**config.mk**
```make
export PLATFORM = sky130hd
export DESIGN_NAME = ifs_sequencer
export DESIGN_NICKNAME = d
export VERILOG_FILES = /design/src/ifs_pkg.sv /design/src/ifs_sequencer.sv /design/src/ifs_sync.sv
export SDC_FILE = /design/constraint.sdc
export NUM_CORES = 1
export LEC_CHECK = 0
export BUFFER_PORTS_ARGS = -buffer_cell sky130_fd_sc_hd__clkbuf_2
export CORE_UTILIZATION = 40
export DETAILED_ROUTE_END_ITERATION = 8
export PLACE_DENSITY = 0.65
export SYNTH_ARGS = -nofsm -noshare
export SYNTH_HDL_FRONTEND = slang
export SYNTH_SLANG_ARGS = --single-unit
```
**constraint.sdc**
```tcl
create_clock -name mclk -period 2.2 [get_ports mclk]
set_clock_uncertainty 0.1 [all_clocks]
set_input_delay 0.11 -clock mclk [delete_from_list [all_inputs] [get_ports mclk]]
set_output_delay 0.11 -clock mclk [all_outputs]
set_load 0.005 [all_outputs]
```
**src/ifs_pkg.sv**
```systemverilog
// package: shared types and constants of the flasher sequencer
package ifs_pkg;
  localparam int unsigned CLK_MHZ = 100;
  localparam int unsigned INIT_TIME_US = 100;
  localparam int unsigned INIT_CYCLES = INIT_TIME_US * CLK_MHZ;
  localparam int unsigned RESTART_WINDOW_MS = 130;
  localparam int unsigned RESTART_CYCLES = RESTART_WINDOW_MS * 1000 * CLK_MHZ;
  localparam int unsigned SYNC_STAGES = 3;
  localparam logic [1:0] PHASE_INIT_CYCLES = 2'h1;
  localparam logic [1:0] PHASE_FAIL_HALVES = 2'h1;
  localparam logic [1:0] PHASE_NORM_HALVES = 2'h2;

  typedef enum logic [2:0] {
    IFS_IDLE, IFS_INIT, IFS_FLASH_ON, IFS_FLASH_OFF, IFS_THERMAL, IFS_LATCHED
  } ifs_state_t;

  typedef enum logic [1:0] {IFS_CHG_NONE, IFS_CHG_INIT, IFS_CHG_LOAD, IFS_CHG_UNLOAD} ifs_charge_t;

  // analog comparator results from the front end
  typedef struct packed {
    logic out_low;
    logic cap_high;
    logic cap_low;
    logic sense_low;
    logic short_circuit;
    logic absolute_temp_trip;
    logic dynamic_temp_trip;
    logic current_limit;
    logic supply_ok;
    logic leak_low;
  } ifs_sense_t;

  // controls towards the analog front end
  typedef struct packed {
    logic channel_on;
    ifs_charge_t charge;
    logic sense_sample;
    logic supply_measure;
    logic failure_mode;
    logic latched;
  } ifs_ctrl_t;
endpackage : ifs_pkg

```
**src/ifs_sequencer.sv**
```systemverilog
// control sequencer of the indicator flasher switch
// What this block does
// - output held low past init time starts time base, lamp on
// - first diagnosis instant after turn-on measures load current
// - underload switches off at once, then flashes at failure period
// - normal load keeps channel on and normal period
// - on-time to period ratio fixed in every flashing mode
// - short circuit at measurement latches the device off
// - sense below reference raises fault doubling flash frequency
// - charge stops at high threshold, restarts at low threshold
// - large init charge current first, controlled currents afterwards
// - supply-to-output below minimum keeps device inactive
// - low output impedance activates switch, high stays sensing
// - absolute or dynamic temperature trip switches channel off
// - after protective off, stay off until temperature acceptable
// - restart after cool-down only within first diagnosis window
// - restart conditions past window latch off until output high
// - sense sampled once per diagnosis instant, only without hard failure
// - supply measurement pulsed in the same cycle as each switch-on
module ifs_sequencer
  import ifs_pkg::*;
#(
  parameter int unsigned INIT_COUNT = INIT_CYCLES,
  parameter int unsigned RESTART_COUNT = RESTART_CYCLES
) (
  input wire logic mclk,
  input wire logic arst_n,
  input wire ifs_pkg::ifs_sense_t sense_in,
  output ifs_pkg::ifs_ctrl_t ctrl_out,
  output ifs_pkg::ifs_state_t state_out
);
  import ifs_pkg::*;

  typedef struct packed {
    ifs_state_t state;
    ifs_ctrl_t ctrl;
    logic [31:0] init_cnt;
    logic [31:0] win_cnt;
    logic in_window;
    logic first_diag;
    logic fail;
    logic [1:0] halves;
    logic cap_high_d;
    logic cap_low_d;
    logic out_low_d;
  } ifs_seq_state_t;

  ifs_sense_t s;
  ifs_seq_state_t st_reg;
  ifs_seq_state_t st_next;
  logic hot;
  logic hard_fail;
  logic hi_rise;
  logic lo_rise;
  logic out_rise;
  logic [1:0] half_target;

  ifs_sync #(
    .WIDTH($bits(ifs_sense_t))
  ) u_sync (
    .mclk(mclk),
    .arst_n(arst_n),
    .async_in(sense_in),
    .sync_out(s)
  );

  assign hot = s.absolute_temp_trip | s.dynamic_temp_trip;
  assign hard_fail = hot | s.current_limit;
  assign hi_rise = s.cap_high & ~st_reg.cap_high_d;
  assign lo_rise = s.cap_low & ~st_reg.cap_low_d;
  assign out_rise = ~s.out_low & st_reg.out_low_d;
  // failure mode needs half the threshold crossings per phase: double frequency
  assign half_target = st_reg.fail ? PHASE_FAIL_HALVES : PHASE_NORM_HALVES;

  always_comb begin
    st_next = st_reg;
    st_next.cap_high_d = s.cap_high;
    st_next.cap_low_d = s.cap_low;
    st_next.out_low_d = s.out_low;
    st_next.ctrl.sense_sample = 1'b0;
    st_next.ctrl.supply_measure = 1'b0;
    if (st_reg.in_window && st_reg.win_cnt != '0) begin
      st_next.win_cnt = st_reg.win_cnt - 32'h1;
    end
    // charge pump follows the two thresholds in the flashing and thermal states; idle, init and latched override it
    if (s.cap_high) begin
      st_next.ctrl.charge = IFS_CHG_UNLOAD;
    end else if (s.cap_low) begin
      st_next.ctrl.charge = IFS_CHG_LOAD;
    end
    case (st_reg.state)
      IFS_IDLE: begin
        st_next.ctrl = '0;
        st_next.init_cnt = '0;
        st_next.fail = 1'b0;
        st_next.in_window = 1'b0;
        // leak_low means the estimated output impedance is below the leak limit
        if (s.out_low && s.supply_ok && s.leak_low) begin
          st_next.state = IFS_INIT;
          st_next.ctrl.charge = IFS_CHG_INIT;
        end
      end
      IFS_INIT: begin
        st_next.ctrl.charge = IFS_CHG_INIT;
        if (!s.out_low || !s.supply_ok || !s.leak_low) begin
          st_next.state = IFS_IDLE;
          st_next.ctrl.charge = IFS_CHG_NONE;
        end else if (st_reg.init_cnt >= 32'(INIT_COUNT - 1)) begin
          st_next.state = IFS_FLASH_ON;
          st_next.ctrl.channel_on = 1'b1;
          st_next.ctrl.supply_measure = 1'b1;
          st_next.ctrl.charge = IFS_CHG_UNLOAD;
          st_next.first_diag = 1'b1;
          st_next.halves = '0;
          st_next.in_window = 1'b1;
          st_next.win_cnt = 32'(RESTART_COUNT);
        end else begin
          st_next.init_cnt = st_reg.init_cnt + 32'h1;
        end
      end
      IFS_FLASH_ON: begin
        if (hot) begin
          st_next.state = IFS_THERMAL;
          st_next.ctrl.channel_on = 1'b0;
        end else if (lo_rise) begin
          if (st_reg.first_diag) begin
            st_next.first_diag = 1'b0;
            // hard failure makes the sense meaningless, so skip sampling
            st_next.ctrl.sense_sample = ~hard_fail;
            st_next.in_window = 1'b0;
            if (hard_fail) begin
              st_next.halves = st_reg.halves;
            end else if (s.short_circuit) begin
              st_next.state = IFS_LATCHED;
              st_next.ctrl.channel_on = 1'b0;
              st_next.ctrl.latched = 1'b1;
            end else if (s.sense_low) begin
              st_next.fail = 1'b1;
              st_next.ctrl.failure_mode = 1'b1;
              st_next.state = IFS_FLASH_OFF;
              st_next.ctrl.channel_on = 1'b0;
              st_next.halves = '0;
            end else begin
              st_next.halves = 2'(st_reg.halves + 2'h1);
            end
          end else begin
            st_next.halves = 2'(st_reg.halves + 2'h1);
          end
          if (st_next.halves >= half_target && st_next.state == IFS_FLASH_ON) begin
            st_next.state = IFS_FLASH_OFF;
            st_next.ctrl.channel_on = 1'b0;
            st_next.halves = '0;
          end
        end
      end
      IFS_FLASH_OFF: begin
        // pin lags the channel by the synchroniser: judge it only at a crossing
        if (hi_rise && !s.out_low) begin
          st_next.state = IFS_IDLE;
          st_next.ctrl = '0;
        end else if (hi_rise) begin
          st_next.halves = 2'(st_reg.halves + 2'h1);
          if (2'(st_reg.halves + 2'h1) >= half_target) begin
            st_next.halves = '0;
            if (s.supply_ok) begin
              st_next.ctrl.supply_measure = 1'b1;
              st_next.state = IFS_FLASH_ON;
              st_next.ctrl.channel_on = 1'b1;
              st_next.first_diag = 1'b1;
            end else begin
              st_next.state = IFS_IDLE;
              st_next.ctrl = '0;
            end
          end
        end
      end
      IFS_THERMAL: begin
        st_next.ctrl.channel_on = 1'b0;
        if (!hot) begin
          if (st_reg.in_window && st_reg.win_cnt != '0) begin
            st_next.state = IFS_FLASH_ON;
            st_next.ctrl.channel_on = 1'b1;
            st_next.ctrl.supply_measure = 1'b1;
          end else begin
            st_next.state = IFS_LATCHED;
            st_next.ctrl.latched = 1'b1;
          end
        end else if (!st_reg.in_window || st_reg.win_cnt == '0) begin
          st_next.state = IFS_LATCHED;
          st_next.ctrl.latched = 1'b1;
        end
      end
      IFS_LATCHED: begin
        st_next.ctrl.channel_on = 1'b0;
        st_next.ctrl.charge = IFS_CHG_NONE;
        if (out_rise) begin
          st_next.state = IFS_IDLE;
          st_next.ctrl = '0;
        end
      end
      default: begin
        st_next.state = IFS_IDLE;
      end
    endcase
  end

  always_ff @(posedge mclk or negedge arst_n) begin
    if (!arst_n) begin
      st_reg <= '0;
    end else begin
      st_reg <= st_next;
    end
  end

  assign ctrl_out = st_reg.ctrl;
  assign state_out = st_reg.state;
endmodule : ifs_sequencer

```
**src/ifs_sync.sv**
```systemverilog
// three-stage synchroniser with agreement filter
module ifs_sync #(
  parameter int unsigned WIDTH = 1
) (
  input wire logic mclk,
  input wire logic arst_n,
  input wire logic [WIDTH-1:0] async_in,
  output logic [WIDTH-1:0] sync_out
);
  typedef struct packed {
    logic [WIDTH-1:0] s1;
    logic [WIDTH-1:0] s2;
    logic [WIDTH-1:0] s3;
    logic [WIDTH-1:0] q;
  } ifs_sync_state_t;

  ifs_sync_state_t st_reg;
  ifs_sync_state_t st_next;

  always_comb begin
    st_next = st_reg;
    st_next.s1 = async_in;
    st_next.s2 = st_reg.s1;
    st_next.s3 = st_reg.s2;
    // only take a change once the last two stages agree
    for (int i = 0; i < WIDTH; i++) begin
      if (st_reg.s2[i] == st_reg.s3[i]) begin
        st_next.q[i] = st_reg.s3[i];
      end
    end
  end

  always_ff @(posedge mclk or negedge arst_n) begin
    if (!arst_n) begin
      st_reg <= '0;
    end else begin
      st_reg <= st_next;
    end
  end

  assign sync_out = st_reg.q;
endmodule : ifs_sync

```
; Word level (Yosys, flattened, before mapping)
; Index checks and enable logic that the tools add are counted.
[word_totals]
register_bits = 122
inputBits = 12
out_inout_bits = 10
[op_classes]
addsub = 3
magnitude_cmp = 3
n_eq_ne = 42
mux = 85
n_bitwise = 9
n_reduce_logical = 31
[ops]
columns = op, count
row1 = $mux 32, 3
row2 = $mux 66, 1
row3 = $pmux 32 s2, 1
row4 = $mux 2, 21
row5 = $mux 10, 4
row6 = $mux 4, 10
row7 = $mux 34, 1
row8 = $add 32x1->32 const B, 1
row9 = $ge 32x14->1 const B, 1
row10 = $logic_not 32->1, 1
row11 = $reduce_bool 32->1, 1
row12 = $sub 32x1->32 const B, 1
row13 = $mux 3, 9
row14 = $ne 2x2->1 const B, 13
row15 = $mux 1, 21
row16 = $ne 3x3->1 const B, 7
row17 = $reduce_and 7->1, 3
row18 = $pmux 3 s6, 1
row19 = $reduce_and 9->1, 2
row20 = $reduce_and 12->1, 1
row21 = $reduce_and 11->1, 1
row22 = $eq 1x1->1, 10
row23 = $mux 5, 2
row24 = $eq 3x2->1 const B, 3
row25 = other kinds (29), 54

; Logic depth before layout (Yosys ltp)
; Gate-level depths: netlist of the first run.
[logic_depth]
depth_word = 14
ltp_mapped = 9
depth_no_buf = 9

; Cells and area by module
; From an unflattened synthesis of the first run, not the netlist that was laid out.
[unflattened]
hier_cells = 549
hier_area_um2 = 5745.5
[by_module_without_submodules]
columns = mod, instances, cells_per_inst, area_each_um2
row1 = ifs_sequencer, 1, 489, 4556.9
row2 = ifs_sync, 1, 60, 1188.6

; Worst setup path after synthesis of the first run
; OpenSTA, ideal clock, no wires.
[synth_timing]
path_type = register to register
start = register u_sync.st_reg (netlist bit u_sync.sync_out[3])
end = register st_reg (netlist bit state_out[0])
setup_ns = 0.134
t_arrival_ns = 2.178
required_time_ns = 1.966
slack_ns = -0.212
path_stages_with_launch = 10
n_path_buf = 0
period_less_slack_ns = 2.412
path_cell_list = dfrtp_1 > or2_2 > o41ai_1 > o21ai_0 > ha_1 > nand2b_1 > a221oi_1 > o221ai_1 > a31oi_1 > o211ai_1
[synth_between]
elab_chain_cells = 13
word_cells_on_any_way = 23
cone_classes = order compare (1) / eq/ne (3) / mux (15) / bitwise (2) / reduce/logical (2)
[synth_rtl]
columns = element, line
row1 = "start, declared", ifs_sync.sv:17  ; ifs_sync_state_t st_reg;
row2 = "start signal, assigned", ifs_sync.sv:37  ; st_reg <= st_next;
row3 = $or 1x1->1 *, ifs_sequencer.sv:67  ; assign hot = s.absolute_temp_trip | s.dynamic_temp_trip;
row4 = $or 1x1->1, ifs_sequencer.sv:68  ; assign hard_fail = hot | s.current_limit;
row5 = $mux 2 or $mux 4 (tied branches), ifs_sequencer.sv:131  ; if (hard_fail) begin
row6 = $mux 2 or $mux 4 (tied branches), ifs_sequencer.sv:126  ; if (st_reg.first_diag) begin
row7 = $mux 2 or $mux 4 (tied branches), ifs_sequencer.sv:125  ; end else if (lo_rise) begin
row8 = $mux 2 or $mux 4 (tied branches), ifs_sequencer.sv:122  ; if (hot) begin
row9 = $mux 2 or $mux 4 (tied branches), ifs_sequencer.sv:91  ; case (st_reg.state)
row10 = $ge 2x2->1 or $eq 3x2->1 (tied branches), ifs_sequencer.sv:149  ; if (st_next.halves >= half_target && st_next.state == IFS_FLASH_ON) begin
row11 = $logic_and 1x1->1, ifs_sequencer.sv:149
row12 = $mux 4, ifs_sequencer.sv:149
row13 = $mux 4, ifs_sequencer.sv:125
row14 = $mux 4, ifs_sequencer.sv:122
row15 = $pmux 3 s6, ifs_sequencer.sv:91
row16 = "end signal, assigned", ifs_sequencer.sv:211  ; st_reg <= st_next;
row17 = "end, declared", ifs_sequencer.sv:49  ; ifs_seq_state_t st_reg;
; Mark *: on every way between the ends. The rest lies on a longest branch, timed or not. The select of a mux whose other input is x is not followed.
; A chain may end at the register's enable or synchronous reset.

; Final worst setup path of the first run
[layout_timing]
start = register u_sync.st_reg (netlist bit u_sync.sync_out[5])
end = register st_reg (netlist bit state_out[0])
[layout_between]
elab_chain_cells = 12
word_cells_on_any_way = 19
cone_classes = order compare (1) / eq/ne (1) / mux (16) / reduce/logical (1)
[layout_rtl]
columns = element, line
row1 = $mux 3 or $mux 4 (tied branches), ifs_sequencer.sv:133  ; end else if (s.short_circuit) begin
row2 = $mux 2 or $mux 4 (tied branches), ifs_sequencer.sv:131
row3 = $mux 2 or $mux 4 (tied branches), ifs_sequencer.sv:126
row4 = $mux 2 or $mux 4 (tied branches), ifs_sequencer.sv:125
row5 = $mux 2 or $mux 4 (tied branches), ifs_sequencer.sv:122
row6 = $mux 2 or $mux 4 (tied branches), ifs_sequencer.sv:91
row7 = $ge 2x2->1 or $eq 3x2->1 (tied branches), ifs_sequencer.sv:149
row8 = $logic_and 1x1->1, ifs_sequencer.sv:149
row9 = $mux 4 *, ifs_sequencer.sv:149
row10 = $mux 4 *, ifs_sequencer.sv:125
row11 = $mux 4 *, ifs_sequencer.sv:122
row12 = $pmux 3 s6 *, ifs_sequencer.sv:91
; Marks and branches as above.

==> summary.md, run 1 <==
| Metric | Value |
|---|---|
| Status | complete, but fails checks |
| Failing checks | setup timing |
| CTS tree | yes |
| First-pass GRT wire length | 23700 um |
| Synth Instances | 570 |
| Vias in the first global route | around 4800 |
| Clock root buffer | clkbuf_16 |
| Final Cycle Share | 1.11 |
| Share of synthesized registers carrying an async set or reset | 1.00 |
| Area of the multi-input gates | 2990 sq um |
| WP data arrival | 2.62 ns |
| Largest net degree at the start of global routing | 47 |
| Unrepaired setup endpoints after global routing | yes |
| Layout Nets | 699 |
| Final worst slack | -0.238 ns |
| Top delay family on crit path | compound AO/OA/AOI/OAI gates |
| I/O pin count | 22 |
| Mapped Avg Cell Area | 10.3 sq um |
| Pwr/cell area | 723 nW/um^2 |
| Final Util | 0.566 |
| DRC viols | 0 |
| Dpl ws | -0.242 ns |
| Clock latency on the worst-skew pair | around 0.42 ns |
| Clk slew on worst S/H paths | around 0.06 ns |
| Vias | between 4000 and 5000 |
| Crit path cell chain | o41ai_4 -> nand2_2 -> xnor2_2 -> nor2_1 -> ha_1 -> a221oi_2 -> o221ai_1 -> a31oi_1 -> o211ai_1 |
| Die area | 15100 sq um |
| Slowest CP cell | dfrtp_2 |
| Total power | 5.76 mW |
| Seq/Total Area, Yosys | 0.522 |
| Worst Path Required | between 2 and 2.5 ns |
| Syn nets | 589 |
| Seq cells post-synth | around 120 |
| VDD IR-drop max | between 0.6 and 0.7 mV |
| Most frequent cell after synthesis | dfrtp_1 |
| Layout Area Growth over Synthesis | 36.3% |
| Final Hold Fails | 0 |
| Clk sinks | 122 |
| P_leak | 3.55 nW |
| Wire per inst | 16.7 um |
| Inserted Diodes | 0 |
| Worst Hold Margin | 0.111 ns |
| CP endpoint kind | flip-flop |
| Placer Congestion | a little under 0.9 |
| Tmin final | 2.44 ns |
| FF+latch area | 3060 sq um |
| Top FF cell, synth | dfrtp_1 |
| Core Area | 14100 sq um |
| Bufs and invs on worst path | 0 |
| Fmax | approximately 410 MHz |
| CP max stage delay | 0.42 ns |
| Finished Cell Area | 7970 sq um |
| Post-synth top cells | dfrtp_1, nand2_1, a21oi_1, nor2_1, or4_1 |
| Post-DP Area | 6680 sq um |
| Mapped Area | 5850 sq um |
| # port buffers | 21 |
| Initial antenna violation count | 0 |
| Setup Viol. Count Final | 27 |
| Bufs on Longest Clock Path | 2 |
| Worst rel slew slack | 0.669 |
| Critical path class | reg2reg |
| Netlist cell types | 63 |
| Layout cells sized above 1 | 0.352 |
| Final WL | 14600 um |
| Min-delay worst type | in2async |
| Max reg flops | between 70 and 80 |
| Initial Utilization | 0.415 |
| Yosys warns | 0 |
| DRT iter0 DRCs | 407 |
| All-Layer GR Usage | 0.203 |
| CTS Buf Count | 17 |
| Synth area leader | dfrtp_1 |
| DRT antenna net count | 0 |
| Synth top area cells | dfrtp_1, or4_1, a21oi_1 |
| Initial DRT Pass Iterations | 5 |
| Worst-path fanout max | 2 |
| Least-Margin Pin Slew | 0.491 ns |
| Fill cell count | 1174 |
| Row cnt | 43 |
| Crit start category | flip-flop |
| Die span in x | roughly 120 um |
| Max-cap check violation count | 0 |
| Via density | 5.67 |
| Synth top area share | 0.522 |
| DP HPWL | 9470 um |
| Remaining global-route overflow | 0 |
| Post-synth EDFFs | 0 |
| Die Span Y | 123 um |
| Slew Limit Fails | 0 |
| H-tree lvl count | 4 |
## worst register-to-register path: cells and delay by family (launching register included)
family	cells	cell delay, ns
compound gates	5	1.10
simple gates	2	0.20
fa+ha+maj	1	0.31
xor+xnor	1	0.17
flops	1	0.42
## power breakdown
part	internal, mW	switching [mW]
clock network	1.72	1.09
logic	0.219	0.360
registers	2.31	0.0500
## layer usage
layer | vias to the layer above | share of wire | GRT usage | wire (um)
li1 | 2350 | - | - | -
met5 | - | 0 | 0 | 0
met4 | 0 | 0.014 | 0.0762 | 200
met2 | 105 | 0.50 | 0.327 | 7270
met1 | 2478 | 0.45 | 0.260 | 6610
met3 | 17 | 0.035 | 0.0563 | 510
## layout by cell type (no fill, tap or decap), drive strengths merged, types with 9 or more instances in the layout
cell type    netlist  final
nor4              19     19
and2              20     20
nor2              27     27
maj3              10     10
clkbuf            18     38
nand3             22     22
nand4             13     13
dlygate4sd3        0     11
nand2             38     38
nor3              20     20
inv               11     17
dfrtp            122    122
o31ai             21     21
or3               16     16
nand2b            12     12
o21ai             16     16
buf               21     99
a21oi             30     30
or4               26     26
or2                9      9
## kinds of logic after synthesis
logic type | share of synthesized area
AND/OR/NAND/NOR | 0.246
flip-flops | 0.522
AO/OA/AOI/OAI | 0.140
buffers and inverters | 0.0406
adder cells (fa/ha/maj) | 0.0321
multiplexers | 0.0158
XOR/XNOR | 0.00300
## area by class of cell
| type | count | share of cell area |
|---|---|---|
| repair buffers | 130 | 0.133 |
| well taps | 180 | 0.0283 |
| clock inverters | 14 | 0.0202 |
| multi-input cells | 398 | 0.375 |
| clock buffers | 18 | 0.0551 |
| inverters | 11 | 0.00518 |
| flip-flops and latches | 122 | 0.383 |
## through the flow
step,TNS [ns],std cells
after global placement,-1.47,813
after CTS,-1.45,868
after global routing,-5.22,873
after floorplan,-0.380,570
final,-2.71,873
after detailed placement,-1.95,813
## final timing paths
path | start | slack [ns] | cells after the start | to
max in group asynchronous | arst_n | 1.27 | 3 | u_sync.sync_out[2]$_DFFE_PN0N_
max reg2reg | u_sync.sync_out[5]$_DFFE_PN0N_ | -0.24 | 9 | state_out[0]$_DFFE_PN0P_
min in group mclk | sense_in[1] | 0.24 | 2 | u_sync.st_next[21]$_DFF_PN0_
min reg2reg | u_sync.st_next[25]$_DFF_PN0_ | 0.25 | 0 | u_sync.st_next[15]$_DFF_PN0_
max | u_sync.sync_out[5]$_DFFE_PN0N_ | -0.24 | 9 | state_out[0]$_DFFE_PN0P_
min | arst_n | 0.11 | 2 | st_reg[61]$_DFFE_PN0P_
## what timing repair did
action,4_1_cts,5_1_grt
buffers inserted,9,5
hold endpoints to repair,132,0
pin swaps,31,34
hold buffers,11,0
endpoints found under the setup margin,35,42
cloned,3,1
resized for setup,45,57
Note: power is estimated with default switching activity, not from simulation.
==> inputs of run 2 (changes only) <==
Settings changed: CAP_MARGIN set to 20, SKIP_CTS_REPAIR_TIMING set to 1, TNS_END_PERCENT set to 1.
==> summary.md, run 2 (synthesis gave the netlist of run 1 again) <==
| Metric | Value |
|---|---|
| Initial DRT Pass Iterations | 4 (was 5) |
| Status | complete, but fails checks (unchanged) |
| Critical path startpoint | u_sync.sync_out[3]$_DFFE_PN0N_ (was u_sync.sync_out[5]$_DFFE_PN0N_) |
| Final Hold Fails | 0 (unchanged) |
| Initial Utilization | 0.415 (unchanged) |
| FF-to-FF Start | u_sync.sync_out[3]$_DFFE_PN0N_ (was u_sync.sync_out[5]$_DFFE_PN0N_) |
| Critical path class | reg2reg (unchanged) |
| VDD IR-drop max | 0.651 mV (was 0.632 mV) |
| Dpl ws | -0.303 ns (was -0.242 ns) |
| Max reg flops | 72 (unchanged) |
| Slew Limit Fails | 0 (unchanged) |
| CP endpoint kind | flip-flop (unchanged) |
| Crit path cell chain | or2_4 -> o41ai_4 -> o21ai_2 -> ha_1 -> nand2b_1 -> a221oi_2 -> o221ai_1 -> a31oi_1 -> o211ai_1 (was o41ai_4 -> nand2_2 -> xnor2_2 -> nor2_1 -> ha_1 -> a221oi_2 -> o221ai_1 -> a31oi_1 -> o211ai_1) |
| Worst Path Required | 2.38 ns (about the same) |
| Vias | 4856 (was 4950) |
| CTS Buf Count | 17 (unchanged) |
| Least-Margin Pin Slew | 0.678 ns (was 0.491 ns) |
| Die Span Y | 123 um (unchanged) |
| Min-delay worst type | in2async (unchanged) |
| # port buffers | 21 (unchanged) |
| DRC viols | 0 (unchanged) |
| Bufs and invs on worst path | 0 (unchanged) |
| Layout Area Growth over Synthesis | 29.2% (was 36.3%) |
| Top delay family on crit path | compound AO/OA/AOI/OAI gates (unchanged) |
| Fmax | 409 MHz (was 410 MHz) |
| Final Cycle Share | 1.11 (about the same) |
| Vias in the first global route | 4714 (was 4827) |
| Slowest CP cell | dfrtp_1 (was dfrtp_2) |
| All-Layer GR Usage | 0.197 (was 0.203) |
| CTS tree | yes (unchanged) |
| Clock root buffer | clkbuf_16 (unchanged) |
| Placer Congestion | 0.853 (was 0.875) |
| Final WL | 13700 um (was 14600 um) |
| Fill cell count | 1240 (was 1174) |
| I/O pin count | 22 (unchanged) |
| Clk sinks | 122 (unchanged) |
| Crit start category | flip-flop (unchanged) |
| Worst-path fanout max | 4 (was 2) |
| Total power | 5.82 mW (was 5.76 mW) |
| Max-cap check violation count | 0 (unchanged) |
| CP max stage delay | 0.42 ns (about the same) |
| Unrepaired setup endpoints after global routing | yes (unchanged) |
| Setup Viol. Count Final | 25 (was 27) |
| WP data arrival | 2.63 ns (was 2.62 ns) |
| P_leak | 3.41 nW (was 3.55 nW) |
| Clock latency on the worst-skew pair | 0.42 ns (about the same) |
| Remaining global-route overflow | 0 (unchanged) |
| Die area | 15100 sq um (unchanged) |
| Failing checks | setup timing (unchanged) |
| Commonest non-fill, non-tap cells in the layout | dfrtp_1, buf_4, nand2_1 (unchanged) |
| First-pass GRT wire length | 22800 um (was 23700 um) |
| Via density | 5.65 (was 5.67) |
| Number of instances in the placed design | 814 (was 813) |
| Final worst slack | -0.248 ns (was -0.238 ns) |
| Layout cells sized above 1 | 0.275 (was 0.352) |
| Core Area | 14100 sq um (unchanged) |
| Inserted Diodes | 0 (unchanged) |
| DP HPWL | 9460 um (was 9470 um) |
| H-tree lvl count | 4 (unchanged) |
| Bufs on Longest Clock Path | 2 (unchanged) |
| Worst rel slew slack | 0.548 (was 0.669) |
| DRT iter0 DRCs | 332 (was 407) |
| Row cnt | 43 (unchanged) |
| Final cell count without fillers | 859 (was 873) |
| Layout Nets | 686 (was 699) |
| Wire per inst | 16.0 um (was 16.7 um) |
| Largest net degree at the start of global routing | 52 (was 47) |
| DRT antenna net count | 0 (unchanged) |
| Leading cell type in the layout, fill and taps excluded | dfrtp_1 (unchanged) |
| Pwr/cell area | 770 nW/um^2 (was 723 nW/um^2) |
| Clk slew on worst S/H paths | 0.06 ns (about the same) |
| Initial antenna violation count | 0 (unchanged) |
| Tmin final | 2.45 ns (was 2.44 ns) |
| Die span in x | 123 um (unchanged) |
## run 2: changes by cell type in the layout (fill, tap and decap cells not counted), moves of 3 or more
cell     before  now
buf_4        78   81
buf_6        18    2
dfrtp_1     119  122
dfrtp_2       3    0
nand3_1      16   21
nand3_2       5    1
nor2_1       24   27
nor3_1       14   19
nor3_4        3    0
nor4_1        9   12
o31ai_1      12   18
o31ai_2       5    1
or4_1        13   21
or4_4        13    5
## run 2: final timing paths
check | to | depth (start not counted) | slack, ns
min reg2reg | u_sync.st_next[12]$_DFF_PN0_ | 0 | 0.25
max in group asynchronous | ctrl_out[4]$_DFF_PN0_ | 3 | 1.12
max reg2reg | state_out[0]$_DFFE_PN0P_ | 9 | -0.25
max | state_out[0]$_DFFE_PN0P_ | 9 | -0.25
min in group mclk | u_sync.st_next[22]$_DFF_PN0_ | 2 | 0.23
min | st_reg[43]$_DFFE_PN0P_ | 2 | 0.18
## run 2: per-layer routing
layer  up-vias  track usage  part of all wire
met4         0       0.0846             0.017
met2       109        0.313              0.48
met3        21       0.0470             0.039
met1      2393        0.257              0.46
met5         -            0                 0
li1       2333            -                 -
## run 2: through the flow
stage               setup TNS (ns)  hold slack, ns   util  cell area, sq um
global placement             -1.32          0.0893  0.474              6680
floorplan                   -0.419          -0.286      -              5880
CTS                          -3.52          -0.352  0.517              7290
finish                       -1.81           0.178  0.536              7560
global route                 -4.95           0.222  0.536              7560
detailed placement           -2.76           0.101  0.474              6680
## run 2: cell type report
class	count	area [sq um]	area share
Timing Repair Buffer	117	901	0.119
Multi-Input combinational cell	398	2730	0.361
Tap cell	180	225	0.0298
Clock inverter	14	185	0.0245
Clock buffer	17	425	0.0563
Sequential cell	122	3050	0.404
Inverter	11	41.3	0.00546
## run 2: power breakdown
| group | internal (mW) | switching [mW] | leakage [nW] |
|---|---|---|---|
| clock | 1.80 | 1.07 | 0.296 |
| combinational | 0.220 | 0.363 | 1.51 |
| sequential | 2.31 | 0.0495 | 1.60 |
| total | 4.34 | 1.49 | 3.41 |
==> inputs of run 3 (changes only) <==
Settings changed: CORE_UTILIZATION 40 to 30, PLACE_DENSITY 0.65 to 0.52, RECOVER_POWER set to 50.
Clock period 2.2 ns to 2.95 ns, I/O delays scaled along.
==> summary.md, run 3 (synthesis gave the netlist of run 1 again) <==
| Metric | Value |
|---|---|
| Placer Congestion | 0.859 (was 0.853) |
| DRT antenna net count | 0 (unchanged) |
| Clk slew on worst S/H paths | 0.06 ns (about the same) |
| Worst Path Required | 3.13 ns (was 2.38 ns) |
| Post-DP Area | 6250 sq um (was 6680 sq um) |
| Vias in the first global route | 4435 (was 4714) |
| Worst rel slew slack | 0.209 (was 0.548) |
| Least-Margin Pin Slew | 1.19 ns (was 0.678 ns) |
| Largest net degree at the start of global routing | 55 (was 52) |
| DP HPWL | 9200 um (was 9460 um) |
| Initial DRT Pass Iterations | 4 (unchanged) |
| # port buffers | 21 (unchanged) |
| P_leak | 3.03 nW (was 3.41 nW) |
| Final Hold Fails | 0 (unchanged) |
| Remaining global-route overflow | 0 (unchanged) |
| CTS tree | yes (unchanged) |
| DRC viols | 0 (unchanged) |
| Leading cell type in the layout, fill and taps excluded | dfrtp_1 (unchanged) |
| FF+latch area | 3050 sq um (unchanged) |
| Min-delay worst type | reg2reg (was in2async) |
| H-tree lvl count | 4 (unchanged) |
| Slew Limit Fails | 0 (unchanged) |
| Setup Viol. Count Final | 0 (was 25) |
| Max-cap check violation count | 0 (unchanged) |
| Row cnt | 50 (was 43) |
| Vias | 4550 (was 4856) |
| Layout Area Growth over Synthesis | 19.4% (was 29.2%) |
| Area of the multi-input gates | 2570 sq um (was 2730 sq um) |
| Initial Utilization | 0.310 (was 0.415) |
| Layout cells sized above 1 | 0.147 (was 0.275) |
| Status | complete, no violations (was complete, but fails checks) |
| CP endpoint kind | flip-flop (unchanged) |
| Die area | 20100 sq um (was 15100 sq um) |
| Initial antenna violation count | 0 (unchanged) |
| Finished Cell Area | 6990 sq um (was 7560 sq um) |
| Commonest non-fill, non-tap cells in the layout | dfrtp_1, nand2_1, a21oi_1 (was dfrtp_1, buf_4, nand2_1) |
| Core Area | 18900 sq um (was 14100 sq um) |
| Clock latency on the worst-skew pair | 0.42 ns (about the same) |
| Die Span Y | 142 um (was 123 um) |
| Max reg flops | 72 (unchanged) |
| Inserted Diodes | 0 (unchanged) |
| Tmin final | 2.70 ns (was 2.45 ns) |
| First-pass GRT wire length | 22700 um (was 22800 um) |
| Wire per inst | 15.5 um (was 16.0 um) |
| CTS Buf Count | 17 (unchanged) |
| WP data arrival | 2.88 ns (was 2.63 ns) |
| VDD IR-drop max | 0.394 mV (was 0.651 mV) |
| Setup TNS | 0 ns (was -1.81 ns) |
| Worst-path fanout max | 6 (was 4) |
| Layout Nets | 618 (was 686) |
| Pwr/cell area | 628 nW/um^2 (was 770 nW/um^2) |
| Die span in x | 142 um (was 123 um) |
| Final Cycle Share | 0.914 (was 1.11) |
| Bufs on Longest Clock Path | 2 (unchanged) |
| Fill cell count | 1906 (was 1240) |
| All-Layer GR Usage | 0.145 (was 0.197) |
| Final WL | 13500 um (was 13700 um) |
| I/O pin count | 22 (unchanged) |
| Clk sinks | 122 (unchanged) |
| Via density | 5.22 (was 5.65) |
| Unrepaired setup endpoints after global routing | no (was yes) |
| Critical path class | reg2reg (unchanged) |
| Clock root buffer | clkbuf_16 (unchanged) |
| Fmax | 371 MHz (was 409 MHz) |
| DRT iter0 DRCs | 189 (was 332) |
| Crit start category | flip-flop (unchanged) |
-- run 3: changes by cell type in the layout (fill, tap and decap cells not counted), moves of 4 or more --
cell | previous run | this run
nor4_2 | 6 | 0
buf_4 | 81 | 15
clkbuf_1 | 0 | 5
nor4_1 | 12 | 19
a21oi_2 | 4 | 0
clkbuf_2 | 20 | 16
inv_6 | 7 | 2
a21oi_1 | 26 | 30
-- run 3: stage by stage --
stage | total power, mW | setup slack (ns) | util | instances | hold slack [ns]
after floorplan | 2.01 | 0.538 | - | 570 | -0.248
after global placement | 2.15 | 0.348 | 0.331 | 829 | 0.116
after detailed placement | 2.16 | 0.292 | 0.331 | 829 | 0.116
after CTS | 4.43 | 0.284 | 0.365 | 861 | -0.333
after global routing | 4.56 | 0.0288 | 0.370 | 872 | 0.254
final | 4.39 | 0.255 | 0.370 | 872 | 0.247
-- run 3: worst max-delay path, stage by stage (launching register included) --
cell and delay, ns:
dfrtp_1 0.42, or2_2 0.36, o41ai_1 0.26, o21ai_0 0.17, ha_1 0.30, nand2b_1 0.15
a221oi_1 0.34, o221ai_1 0.18, a31oi_1 0.16, o211ai_1 0.11
-- run 3: final timing paths --
path / startpoint / endpoint / slack [ns] / cells past startpoint
worst max-delay path: u_sync.sync_out[3]$_DFFE_PN0N_ / state_out[0]$_DFFE_PN0P_ / 0.25 / 9
worst min-delay path: u_sync.st_next[29]$_DFF_PN0_ / u_sync.st_next[19]$_DFF_PN0_ / 0.25 / 0
worst max register to register: u_sync.sync_out[3]$_DFFE_PN0N_ / state_out[0]$_DFFE_PN0P_ / 0.25 / 9
worst min register to register: u_sync.st_next[29]$_DFF_PN0_ / u_sync.st_next[19]$_DFF_PN0_ / 0.25 / 0
max in group asynchronous: arst_n / u_sync.st_next[22]$_DFF_PN0_ / 0.83 / 3
min in group asynchronous: arst_n / st_reg[54]$_DFFE_PN0P_ / 0.43 / 2
-- run 3: area by class of cell --
class                      count  area share
multi-input combinational    398       0.368
tap                          260      0.0466
inverter                      11     0.00591
sequential                   122       0.437
clock buffer                  19      0.0648
timing repair buffer          49      0.0500
clock inverter                13      0.0274
-- run 3: where the power goes --
part | total, mW | switching [mW] | leakage (nW) | internal [mW]
Sequential | 1.77 | 0.0485 | 1.60 | 1.72
Clock | 2.25 | 0.783 | 0.306 | 1.46
Combinational | 0.366 | 0.245 | 1.12 | 0.121
Total | 4.39 | 1.08 | 3.03 | 3.31
-- run 3: routing by layer --
layer	share of wire	vias up	global-route usage
met5	0	-	0
met4	0.021	0	0.0656
met3	0.038	24	0.0334
met2	0.46	94	0.227
met1	0.48	2239	0.191
li1	-	2193	-
